$ cat src/lmfcs_pkg.sv
// package of register map, field layout and codes for the lmfc sync machine
package lmfcs_pkg;
  localparam logic [11:0] ADDR_PAGE = 12'h008;
  localparam logic [11:0] ADDR_IRQ_EN0 = 12'h021;
  localparam logic [11:0] ADDR_IRQ_EN1 = 12'h022;
  localparam logic [11:0] ADDR_IRQ_ST0 = 12'h025;
  localparam logic [11:0] ADDR_IRQ_ST1 = 12'h026;
  localparam logic [11:0] ADDR_WINDOW = 12'h034;
  localparam logic [11:0] ADDR_SNAP_ERR = 12'h038;
  localparam logic [11:0] ADDR_SNAP_FLAG = 12'h039;
  localparam logic [11:0] ADDR_CTRL = 12'h03A;
  localparam logic [11:0] ADDR_STATUS = 12'h03B;
  localparam logic [11:0] ADDR_CUR_ERR = 12'h03C;
  localparam logic [11:0] ADDR_SIDE = 12'h03D;
  localparam logic [11:0] ADDR_HYST_A = 12'h081;
  localparam logic [11:0] ADDR_HYST_B = 12'h082;
  localparam logic [11:0] ADDR_GSUB = 12'h301;
  localparam logic [11:0] ADDR_LSUB = 12'h458;
  localparam int CTRL_ENABLE = 7;
  localparam int CTRL_ARM = 6;
  localparam int CTRL_CLR = 5;
  localparam int ST_BUSY = 7;
  localparam int ST_LOCK = 3;
  localparam int ST_ROT = 2;
  localparam int ST_WLIM = 1;
  localparam int ST_TRIP = 0;
  localparam int IRQ_LOCK = 3;
  localparam int IRQ_ROT = 2;
  localparam int IRQ_TRIP = 1;
  localparam int IRQ_WLIM = 0;
  localparam int SIDE_HIGH = 7;
  localparam int SIDE_LOW = 6;
  localparam logic [3:0] MODE_ONESHOT = 4'h1;
  localparam logic [3:0] MODE_CONT = 4'h2;
  localparam logic [3:0] MODE_MONITOR = 4'h9;
  localparam logic [2:0] SUBCLASS_0 = 3'h0;
  localparam logic [2:0] SUBCLASS_1 = 3'h1;
  localparam logic [7:0] PAGE_RESET = 8'h03;
  localparam logic [7:0] BYTE_ZERO = 8'h00;
  localparam int LMFC_PERIOD = 16;
  localparam int ROTATE_CYCLES = 4;
endpackage

$ cat src/lmfcs_machine.sv
// lmfc alignment machine for two dacs with paged spi register access
// Contract
// - mode field 0x1 one-shot, 0x2 continuous, 0x9 one-shot then monitor
// - compare lmfc phase to alignment edge, rotate when error beyond window
// - one-shot checks only first edge after arm, later edges ignored
// - continuous needs no arm, checks every edge in subclass 1
// - edges during a rotation are ignored until logic ready again
// - rotate only when measured error exceeds tolerance window
// - window code 0 is half cycle, codes 1 to 7 are one to seven cycles
// - arm clears itself on an edge; arm in continuous changes nothing
// - monitor mode aligns once then only measures and reports
// - present phase error readable, zero after alignment
// - low or high side flag set when error beyond window
// - on alignment, snapshot error and side flags
// - status busy, lock, window bits; lock and window refresh per check
// - rotate and trip bits sticky until clear-sticky written
// - dac0 lock, rotate, trip, window events enabled and w1c status
// - dac1 same four events with own enable and status
// - subclass 0 and 1 only, global and per-link subclass fields
// - subclass 0 uses internal clock edge, keeps dacs synchronized
// - no sync-request error reporting in subclass 0 with one octet
// - single-lane nonmultiple case accepted only with optional ilas
// - two sysref hysteresis registers provided
// - sysref active high, sampled on rising clock edge
// - sync registers paged per dac via page select
module lmfcs_machine #(
  parameter int LMFC_LEN = lmfcs_pkg::LMFC_PERIOD,
  parameter int ROT_LEN = lmfcs_pkg::ROTATE_CYCLES
) (
  input wire logic sys_clk,
  input wire logic rst_n,
  input wire logic sysref,
  input wire logic reg_wr,
  input wire logic reg_rd,
  input wire logic [11:0] reg_addr,
  input wire logic [7:0] reg_wdata,
  input wire logic octet_per_frame_one,
  input wire logic ilas_optional_sent,
  input wire logic sync_request_error,
  output logic [7:0] reg_rdata,
  output logic irq,
  output logic [1:0] lmfc_edge,
  output logic sync_request_output,
  output logic single_lane_nonmultiple_alignment_case_ok
);
  import lmfcs_pkg::*;

  typedef enum logic [1:0] {LMFCS_IDLE, LMFCS_ROTATE} lmfcs_state_t;

  logic [7:0] page;
  logic [7:0] hyst_a;
  logic [7:0] hyst_b;
  logic [2:0] gsub;
  logic [2:0] lsub;
  logic sysref_q;
  logic sysref_prev;
  logic [3:0] pclk_cnt;

  always_ff @(posedge sys_clk or negedge rst_n) begin
    if (!rst_n) begin
      sysref_q <= 1'b0;
      sysref_prev <= 1'b0;
      pclk_cnt <= 4'h0;
    end else begin
      sysref_q <= sysref;
      sysref_prev <= sysref_q;
      pclk_cnt <= pclk_cnt + 4'h1;
    end
  end

  wire sysref_rise = sysref_q & ~sysref_prev;
  wire sub1 = (gsub == SUBCLASS_1);
  // alignment edge source chosen by subclass
  wire internal_edge = (pclk_cnt == 4'h0);
  wire align_edge = sub1 ? sysref_rise : internal_edge;


  // global registers, decoded once as named strobes
  wire wr_page = reg_wr && reg_addr == ADDR_PAGE;
  wire wr_hyst_a = reg_wr && reg_addr == ADDR_HYST_A;
  wire wr_hyst_b = reg_wr && reg_addr == ADDR_HYST_B;
  wire wr_gsub = reg_wr && reg_addr == ADDR_GSUB;
  wire wr_lsub = reg_wr && reg_addr == ADDR_LSUB;

  always_ff @(posedge sys_clk or negedge rst_n) begin
    if (!rst_n) begin
      page <= PAGE_RESET;
      hyst_a <= BYTE_ZERO;
      hyst_b <= BYTE_ZERO;
      gsub <= SUBCLASS_1;
      lsub <= SUBCLASS_1;
    end else if (reg_wr) begin
      if (wr_page) page <= reg_wdata;
      if (wr_hyst_a) hyst_a <= reg_wdata;
      if (wr_hyst_b) hyst_b <= reg_wdata;
      if (wr_gsub) gsub <= reg_wdata[2:0];
      if (wr_lsub) lsub <= reg_wdata[7:5];
    end
  end


  // error reporting suppressed for subclass 0 with F = 1
  wire report_off = (gsub == SUBCLASS_0) && octet_per_frame_one;
  always_ff @(posedge sys_clk or negedge rst_n) begin
    if (!rst_n) sync_request_output <= 1'b1;
    else sync_request_output <= ~(sync_request_error & ~report_off);
  end

  // the single-lane case is only legal when ilas is sent
  assign single_lane_nonmultiple_alignment_case_ok = ilas_optional_sent;


  logic [7:0] rd_dac [2];
  logic [1:0] irq_dac;

  genvar d;
  generate
    for (d = 0; d < 2; d++) begin : g_dac
      lmfcs_state_t state;
      logic [3:0] mode;
      logic [2:0] window;
      logic enable;
      logic armed;
      logic enable_prev;
      logic [3:0] lmfc_cnt;
      logic [3:0] rot_cnt;
      logic lock;
      logic wlim;
      logic rot_sticky;
      logic trip_sticky;
      logic aligned_once;
      logic [3:0] cur_err;
      logic [1:0] side;
      logic [3:0] snap_err;
      logic [1:0] snap_side;
      logic [3:0] irq_en;
      logic [3:0] irq_st;

      // write decodes; paged writes only reach selected dacs
      wire sel = page[d];
      wire wr_here = reg_wr && sel;
      wire wr_ctrl = wr_here && reg_addr == ADDR_CTRL;
      wire wr_window = wr_here && reg_addr == ADDR_WINDOW;
      wire arm_req = wr_ctrl && reg_wdata[CTRL_ARM];
      wire clr_sticky = wr_ctrl && reg_wdata[CTRL_CLR];
      wire irq_en_wr = reg_wr &&
        reg_addr == (d == 0 ? ADDR_IRQ_EN0 : ADDR_IRQ_EN1);
      wire irq_clr_wr = reg_wr &&
        reg_addr == (d == 0 ? ADDR_IRQ_ST0 : ADDR_IRQ_ST1);
      wire [3:0] irq_clr_mask = irq_clr_wr ? reg_wdata[3:0] : 4'h0;

      // signed error: lmfc position relative to the edge
      // positions in the first half mean the lmfc runs late (high side),
      // the second half is folded back as an early (low side) error
      wire [3:0] pos = lmfc_cnt;
      wire high_side = pos < 4'(LMFC_LEN / 2);
      wire [3:0] mag = high_side ? pos : 4'(4'(LMFC_LEN) - pos);
      // code 0 tolerates only zero whole cycles of error
      wire beyond = (window == 3'h0) ? (mag != 4'h0)
                                     : (mag > {1'b0, window});
      wire mode_ok = mode == MODE_ONESHOT || mode == MODE_CONT ||
                     mode == MODE_MONITOR;
      wire cont_ok = (mode == MODE_CONT) && sub1;
      wire one_ok = (mode == MODE_ONESHOT || mode == MODE_MONITOR) &&
                    armed;
      wire mon_ok = (mode == MODE_MONITOR) && aligned_once;
      wire check = enable && mode_ok && align_edge &&
                   state == LMFCS_IDLE &&
                   (cont_ok || one_ok || mon_ok);
      wire may_rotate = !(mode == MODE_MONITOR && aligned_once);
      wire do_rot = check && beyond && may_rotate;
      wire aligning = check && may_rotate;
      wire [3:0] ev = {check & ~beyond, do_rot, check, check & beyond};
      wire rot_done = (state == LMFCS_ROTATE) &&
                      (rot_cnt == 4'(ROT_LEN - 1));

      // control fields of this dac
      always_ff @(posedge sys_clk or negedge rst_n) begin
        if (!rst_n) begin
          mode <= 4'h0;
          window <= 3'h0;
          enable <= 1'b0;
          armed <= 1'b0;
          enable_prev <= 1'b0;
        end else begin
          enable_prev <= enable;
          if (wr_window) window <= reg_wdata[2:0];
          if (wr_ctrl) begin
            mode <= reg_wdata[3:0];
            enable <= reg_wdata[CTRL_ENABLE];
          end
          // arm self-clears on any edge while enabled, set wins otherwise
          if (arm_req) armed <= 1'b1;
          else if (align_edge && enable) armed <= 1'b0;
        end
      end

      // lmfc counter and rotation sequencer; edges are ignored while
      // rotating, since a half-done rotation has no valid phase
      always_ff @(posedge sys_clk or negedge rst_n) begin
        if (!rst_n) begin
          state <= LMFCS_IDLE;
          lmfc_cnt <= 4'h0;
          rot_cnt <= 4'h0;
        end else begin
          lmfc_cnt <= (lmfc_cnt == 4'(LMFC_LEN - 1)) ? 4'h0
                                                     : lmfc_cnt + 4'h1;
          unique case (state)
            LMFCS_IDLE: begin
              if (do_rot) begin
                state <= LMFCS_ROTATE;
                rot_cnt <= 4'h0;
              end
            end
            LMFCS_ROTATE: begin
              rot_cnt <= rot_cnt + 4'h1;
              if (rot_done) begin
                state <= LMFCS_IDLE;
                // edge was seen ROT_LEN+1 cycles ago at zero
                lmfc_cnt <= 4'(ROT_LEN + 1);
              end
            end
            default: state <= LMFCS_IDLE;
          endcase
        end
      end


      // status, error readout and snapshots
      always_ff @(posedge sys_clk or negedge rst_n) begin
        if (!rst_n) begin
          lock <= 1'b0;
          wlim <= 1'b0;
          rot_sticky <= 1'b0;
          trip_sticky <= 1'b0;
          aligned_once <= 1'b0;
          cur_err <= 4'h0;
          side <= 2'b00;
          snap_err <= 4'h0;
          snap_side <= 2'b00;
        end else begin
          // re-arming outside continuous mode restarts the one alignment
          if (arm_req && mode != MODE_CONT)
            aligned_once <= 1'b0;
          if (check) begin
            lock <= ~beyond;
            wlim <= beyond;
            side <= beyond ? {high_side, ~high_side} : 2'b00;
            cur_err <= aligning ? 4'h0 : mag;
            if (aligning) begin
              aligned_once <= 1'b1;
              snap_err <= cur_err;
              snap_side <= side;
            end
          end
          rot_sticky <= do_rot | (rot_sticky & ~clr_sticky);
          trip_sticky <= check | (trip_sticky & ~clr_sticky);
        end
      end

      // per-dac irq enable and w1c status, set wins
      always_ff @(posedge sys_clk or negedge rst_n) begin
        if (!rst_n) begin
          irq_en <= 4'h0;
          irq_st <= 4'h0;
        end else begin
          if (irq_en_wr) irq_en <= reg_wdata[3:0];
          irq_st <= ev | (irq_st & ~irq_clr_mask);
        end
      end

      // only enabled status bits reach the shared interrupt line
      assign irq_dac[d] = |(irq_st & irq_en);
      // the lmfc itself, one cycle high per multiframe
      assign lmfc_edge[d] = (lmfc_cnt == 4'h0);

      // busy covers a rotation and an armed or fresh wait for an edge

      wire busy = (state == LMFCS_ROTATE) ||
                  (enable && mode_ok && (armed || (enable && !enable_prev))
                   && mode != MODE_CONT);
      wire [7:0] status = {busy, 3'b000, lock, rot_sticky,
                           wlim, trip_sticky};

      // read mux of this dac's paged registers
      always_comb begin
        rd_dac[d] = BYTE_ZERO;
        unique case (reg_addr)
          ADDR_WINDOW: rd_dac[d] = {5'h00, window};
          ADDR_SNAP_ERR: rd_dac[d] = {4'h0, snap_err};
          ADDR_SNAP_FLAG: rd_dac[d] = {snap_side, 6'h00};
          ADDR_CTRL: rd_dac[d] = {enable, armed, 2'b00, mode};
          ADDR_STATUS: rd_dac[d] = status;
          ADDR_CUR_ERR: rd_dac[d] = {4'h0, cur_err};
          ADDR_SIDE: rd_dac[d] = {side, 6'h00};
          ADDR_IRQ_EN0, ADDR_IRQ_EN1: rd_dac[d] = {4'h0, irq_en};
          ADDR_IRQ_ST0, ADDR_IRQ_ST1: rd_dac[d] = {4'h0, irq_st};
          default: rd_dac[d] = BYTE_ZERO;
        endcase
      end
    end
  endgenerate


  // irq registers are fixed per dac and bypass the page select
  wire is_irq0 = reg_addr == ADDR_IRQ_EN0 || reg_addr == ADDR_IRQ_ST0;
  wire is_irq1 = reg_addr == ADDR_IRQ_EN1 || reg_addr == ADDR_IRQ_ST1;
  // paged reads come from the lowest selected dac
  wire [7:0] paged_rd = is_irq0 ? rd_dac[0] :
                        is_irq1 ? rd_dac[1] :
                        page[0] ? rd_dac[0] :
                        page[1] ? rd_dac[1] : BYTE_ZERO;
  wire [7:0] global_rd =
    (reg_addr == ADDR_PAGE) ? page :
    (reg_addr == ADDR_HYST_A) ? hyst_a :
    (reg_addr == ADDR_HYST_B) ? hyst_b :
    (reg_addr == ADDR_GSUB) ? {5'h00, gsub} :
    (reg_addr == ADDR_LSUB) ? {lsub, 5'h00} : paged_rd;

  // read data is held until the next read strobe
  always_ff @(posedge sys_clk or negedge rst_n) begin
    if (!rst_n) begin
      reg_rdata <= BYTE_ZERO;
      irq <= 1'b0;
    end else begin
      if (reg_rd) reg_rdata <= global_rd;
      irq <= |irq_dac;
    end
  end
endmodule // lmfcs_machine

$ cat config.mk
export PLATFORM = sky130hd
export DESIGN_NAME = lmfcs_machine
export DESIGN_NICKNAME = d
export VERILOG_FILES = /design/src/lmfcs_pkg.sv /design/src/lmfcs_machine.sv
export SDC_FILE = /design/constraint.sdc
export NUM_CORES = 1
export LEC_CHECK = 0
export BUFFER_PORTS_ARGS = -buffer_cell sky130_fd_sc_hd__buf_2
export CAP_MARGIN = 20
export CORE_MARGIN = 2
export CORE_UTILIZATION = 44
export DETAILED_ROUTE_END_ITERATION = 7
export HOLD_SLACK_MARGIN = 0.12
export PLACE_DENSITY = 0.62
export SYNTH_ARGS = -nofsm -noshare
export SYNTH_HDL_FRONTEND = slang
export SYNTH_SLANG_ARGS = --single-unit
$ cat constraint.sdc
create_clock -name sys_clk -period 5.2 [get_ports sys_clk]
set_input_delay 1.04 -clock sys_clk [delete_from_list [all_inputs] [get_ports sys_clk]]
set_output_delay 1.04 -clock sys_clk [all_outputs]
set_load 0.02 [all_outputs]
======== After elaboration in Yosys (flattened, before gate mapping) ========
Cells that the tools add are included.
storage, ports and cells
  register bits ........................... 136
  output and inout bits ................... 13
  word-level logic and storage cells ...... 274
operators by class
  add/subtract/negate cells ............... 7
  magnitude comparators ................... 4
  eq/ne operators ......................... 35
  muxes and demuxes ....................... 48
  bitwise gates (word level) .............. 31
  reduce and logical (&&, ||, !) cells .... 100
operators with widths
  cell                                                    count
  one-hot mux 8 bit (9 select lines)                      2
  equality test 12 x 6 -> 1 bit (second input constant)   11
  2-to-1 mux 8 bit                                        9
  2-to-1 mux 4 bit                                        14
  logical AND 1 bit                                       52
  equality test 12 x 8 -> 1 bit (second input constant)   2
  AND reduction 2 bit                                     11
  adder 4 x 1 -> 4 bit (second input constant)            5
  AND 4 bit                                               4
  equality test 4 x 2 -> 1 bit (second input constant)    4
  equality test 4 bit (second input constant)             4
  logical OR 1 bit                                        16
  one-hot mux 4 bit (2 select lines)                      2
  2-to-1 mux 1 bit                                        13
  equality test 12 x 10 -> 1 bit (second input constant)  1
  equality test 12 x 11 -> 1 bit (second input constant)  1
  equality test 12 x 4 -> 1 bit (second input constant)   1
  zero test 4 bit                                         3
  2-to-1 mux 2 bit                                        6
  AND 1 bit                                               10
  zero test 3 bit                                         3
  inverter 1 bit                                          9
  equality test 4 x 1 -> 1 bit (second input constant)    2
  > comparator 4 x 3 -> 1 bit                             2
  16 further kinds                                        38

======== Logic depth before layout (Yosys ltp) ========
  depth after elaboration ................. 17
  gate-level depth with buffers ........... 11
  gate-level depth less buffers ........... 11

======== Worst setup path before layout ========
Ideal clock, no wire load.
  kind .................................... input port to flip-flop
  start point ............................. in reg_addr[10]
  end point ............................... reg g_dac[1].irq_st[3]
  arrival time ............................ 2719 ps
  data required time ...................... 5079 ps
  slack ................................... 2360 ps
  stages on the path ...................... 7
  buffers on the path ..................... 1
  path through ............................ or4_1 > buf_2 > nor2_4 > nand2_1 > nor4b_1 > nand2_1 > a22o_1
between the ends
  cells in the longest elaborated chain, start to end .. 6
ends and longest elaborated chain
  item                           line                  source
  start: declaration             lmfcs_machine.sv:35   input wire logic [11:0] reg_addr,
  equality test 12 x 6 -> 1 bit  lmfcs_machine.sv:149  reg_addr == (d == 0 ? ADDR_IRQ_ST0 : ADDR_IRQ_ST1);
  logical AND 1 bit              lmfcs_machine.sv:148  wire irq_clr_wr = reg_wr &&
  2-to-1 mux 4 bit               lmfcs_machine.sv:150  wire [3:0] irq_clr_mask = irq_clr_wr ? reg_wdata[3:0] : 4'h0;
  inverter 4 bit                 lmfcs_machine.sv:268  irq_st <= ev | (irq_st & ~irq_clr_mask);
  AND 4 bit                      lmfcs_machine.sv:268
  OR 4 bit                       lmfcs_machine.sv:268
  end signal: assignment         lmfcs_machine.sv:268
  end: declaration               lmfcs_machine.sv:137  logic [3:0] irq_st;
Every way passes these cells.
A chain may end at the register's enable or synchronous reset.

======== Final worst setup path ========
  start point ............................. in reg_addr[10]
  end point ............................... reg hyst_b[5]
between the ends
  cells in the longest elaborated chain, start to end .. 3
ends and longest elaborated chain
  item                                  line                 source
  equality test 12 x 8 -> 1 bit         lmfcs_machine.sv:81  wire wr_hyst_b = reg_wr && reg_addr == ADDR_HYST_B;
  logical AND 1 bit                     lmfcs_machine.sv:81
  AND reduction 2 bit (no source line)  --
  end signal: assignment                lmfcs_machine.sv:95  if (wr_hyst_b) hyst_b <= reg_wdata;
  end: declaration                      lmfcs_machine.sv:52  logic [7:0] hyst_b;
Every way passes these cells.

==> qor.csv <==
metric,value,unit
remaining max-slew budget at the tightest pin,46.5,%
global-route wire length before repair,29800,um
Hold Path Depth,0,
worst hold path endpoint,sysref_prev,
Total Power,2310,uW
area of the mapped netlist,7000,um^2
antenna-violating nets left,0,
clock-pin transition on the worst setup and hold timing paths,0.06,ns
met2 WL post-DR,9000,um
power per standard cell area,291,nW/um^2
Routed WL per cell,20.4,um
row count,46,
# IOs,41,
count of cell types in the netlist,72,
setup repair after global routing missed its margin,no,
buffer depth of the longest clock path,2,
terminus of the critical flop-to-flop path,g_dac[0].rot_cnt[3],
antenna cells,0,
status,"complete, no violations",
clock latency on the worst-skew pair,0.43,ns
routed wire length,18700,um
total of cells resized after clock tree synthesis,0,
number of vias in the routed layout,5280,
"commonest cells after routing, fill and taps aside","dfrtp_1 (129), nand2_1 (78), mux2_2 (64)",
number of levels in the clock H-tree,4,
Post-Syn Area per Cell,10.7,um^2
number of buffers added by the clock tree synthesis step,17,
class of the tightest hold or removal check,reg2reg,
maximum number of pins on one net before global-route repair,85,
cell count after synthesis,657,
Worst Setup SP,reg_addr[10],
detailed-route wire length on metal 1,8540,um
path type of the worst setup path,in2reg,
Worst setup SP type,input port,
Worst Hold Margin,0.386,ns
total global routing overflow,0,
Worst Reg-to-Reg Cells,8,
proportion of register bits with asynchronous set or reset after synthesis,100,%
Synth Net Count,699,
Final Cycle Share,59.4,%
arrival time of data at the critical path endpoint,3.40,ns
total of buffers placed on input and output ports,38,
Period minus WS final,3.09,ns
Tot GR Track Use,23.6,%
fin util,50.5,%
fmax,0.324,GHz
via density per instance,5.75,
remaining routing DRC violations,0,
Yosys warnings,0,
Max Cap Violations,0,
TritonCTS clock tree,yes,
most used flip-flop cell after synthesis,dfrtp_1,
proportion of layout cells with a drive suffix above 1,24.9,%
post-synthesis sequential area ratio,48.0,%
largest fanout on the critical path,8,
Setup Viol. Count Final,0,
initial core utilization,44.6,%
DRT Pass-1 Iters,7,
routed length on met3,913,um
final weighted congestion in routability-driven placement,0.972,
area of combinational cells with multiple inputs,3440,um^2
area of the die,16900,um^2
hold-fix buffer count after cts,0,
required arrival time at the worst endpoint,5.51,ns
number of fill cells in the layout,1414,
buffers inserted during post-CTS setup optimization,0,
highest routing layer actually used,met4,
via count of the first global-routing pass,5349,
Total Neg Setup Slack,0,ns
sequential standard cell area,3360,um^2
endpoint class of the critical path,flip-flop,
Layout Area Growth over Synthesis,13.3,%
antenna violations before repair,0,
die outline height,130,um
minimum setup slack in the final design,2.11,ns
R2R Setup Slk,2.16,ns
flip-flop and latch count after synthesis,134,
Worst R2R Start,pclk_cnt[0],
number of synthesized flops with an enable pin,0,
"IR drop worst, VDD",0.233,mV
maximum clock skew at final layout,0.00752,ns
Floorplan Core Area,15700,um^2
final hold vios,0,
launch instance of the worst min-delay path,sysref_q,
number of slew-limit violations in the final report,0,
chip width,130,um
transition time of the tightest slew-check pin,0.791,ns
clock tree root buffer cell,clkbuf_16,
net count of the finished layout,731,
"most common cell after layout, fill and taps aside",dfrtp_1,
P_leak,0.00367,uW
half-perimeter wire length after detailed placement,13600,um
setup slack after placement,1.74,ns
number of sinks driven by the clock tree,134,
initial detailed-routing violation count,362,
per-layer routing:
layer,track usage [%],vias to the layer above
met4,7.34,0
li1,-,2481
met2,37.3,145
met3,4.96,20
met5,0,-
met1,32.8,2634
cell type report:
| class | count | area share [%] |
|---|---|---|
| Multi-Input combinational cell | 474 | 43.4 |
| Sequential cell | 134 | 42.3 |
| Clock buffer | 17 | 5.36 |
| Tap cell | 216 | 3.41 |
| Timing Repair Buffer | 41 | 2.76 |
| Clock inverter | 15 | 1.72 |
| Inverter | 21 | 0.994 |
cells in the mapped netlist (4+ instances only):
cell type  number  area [um^2]
mux2_4          6         90.1
ha_1           14          175
nand2_1        78          293
o22ai_1        17          106
a22oi_1         8         60.1
o41ai_1         4         35.0
nor3_1          9         45.0
nor3b_1         6         45.0
or3b_2          5         43.8
clkbuf_1       20         75.1
mux2i_1        20          200
and3_1          5         31.3
dfstp_2         5          131
nor2b_1        17          106
a21oi_1        19         95.1
a221oi_1        5         43.8
o31ai_1         5         37.5
a31oi_1         8         50.1
nand3_1        17         85.1
nor2_1         25         93.8
nand4_1         6         37.5
inv_1          21         78.8
xnor2_1         6         52.6
nor4b_1         5         43.8
nand2b_1        9         56.3
a22o_1          8         70.1
a21o_1          9         67.6
nand3b_1        4         30.0
and2_1          4         25.0
o21ai_0        29          145
mux2_2         64          721
buf_2           4         20.0
dfrtp_1       129         3230
critical path, cell delays in order:
cell	delay (ns)
buf_2	0.12
or4_1	0.74
nand3b_1	0.33
nor2b_1	0.56
nand2_2	0.27
mux2_2	0.33
cells by family after synthesis:
group,count (synthesis),share of synthesized area [%]
AO/OA/AOI/OAI,143,13.9
XOR/XNOR,8,1.00
adder cells (fa/ha/maj),14,2.50
buffers and inverters,49,2.86
flip-flops,134,48.0
multiplexers,91,14.8
AND/OR/NAND/NOR,218,17.0
how the worst max path moves through the flow:
stage / slack, ns / to / depth (start not counted)
floorplan: 2.36 / g_dac[1].irq_st[3] / 7
global placement: 1.77 / hyst_b[5] / 6
detailed placement: 1.74 / hyst_b[4] / 6
CTS: 2.20 / g_dac[0].rot_cnt[3] / 8
global route: 1.93 / g_dac[0].rot_cnt[0] / 8
finish: 2.11 / hyst_b[5] / 6
stage by stage:
step	instance area [um^2]	std cells
floorplan	7000	657
global placement	7370	886
detailed placement	7370	886
CTS	7930	918
global route	7930	918
finish	7930	918
report_power, final:
part / switching (uW) / internal (uW)
combinational: 82.0 / 30.4
clock: 513 / 631
sequential: 3.90 / 1050
total: 599 / 1710
Power figures use the tool's default switching activity.
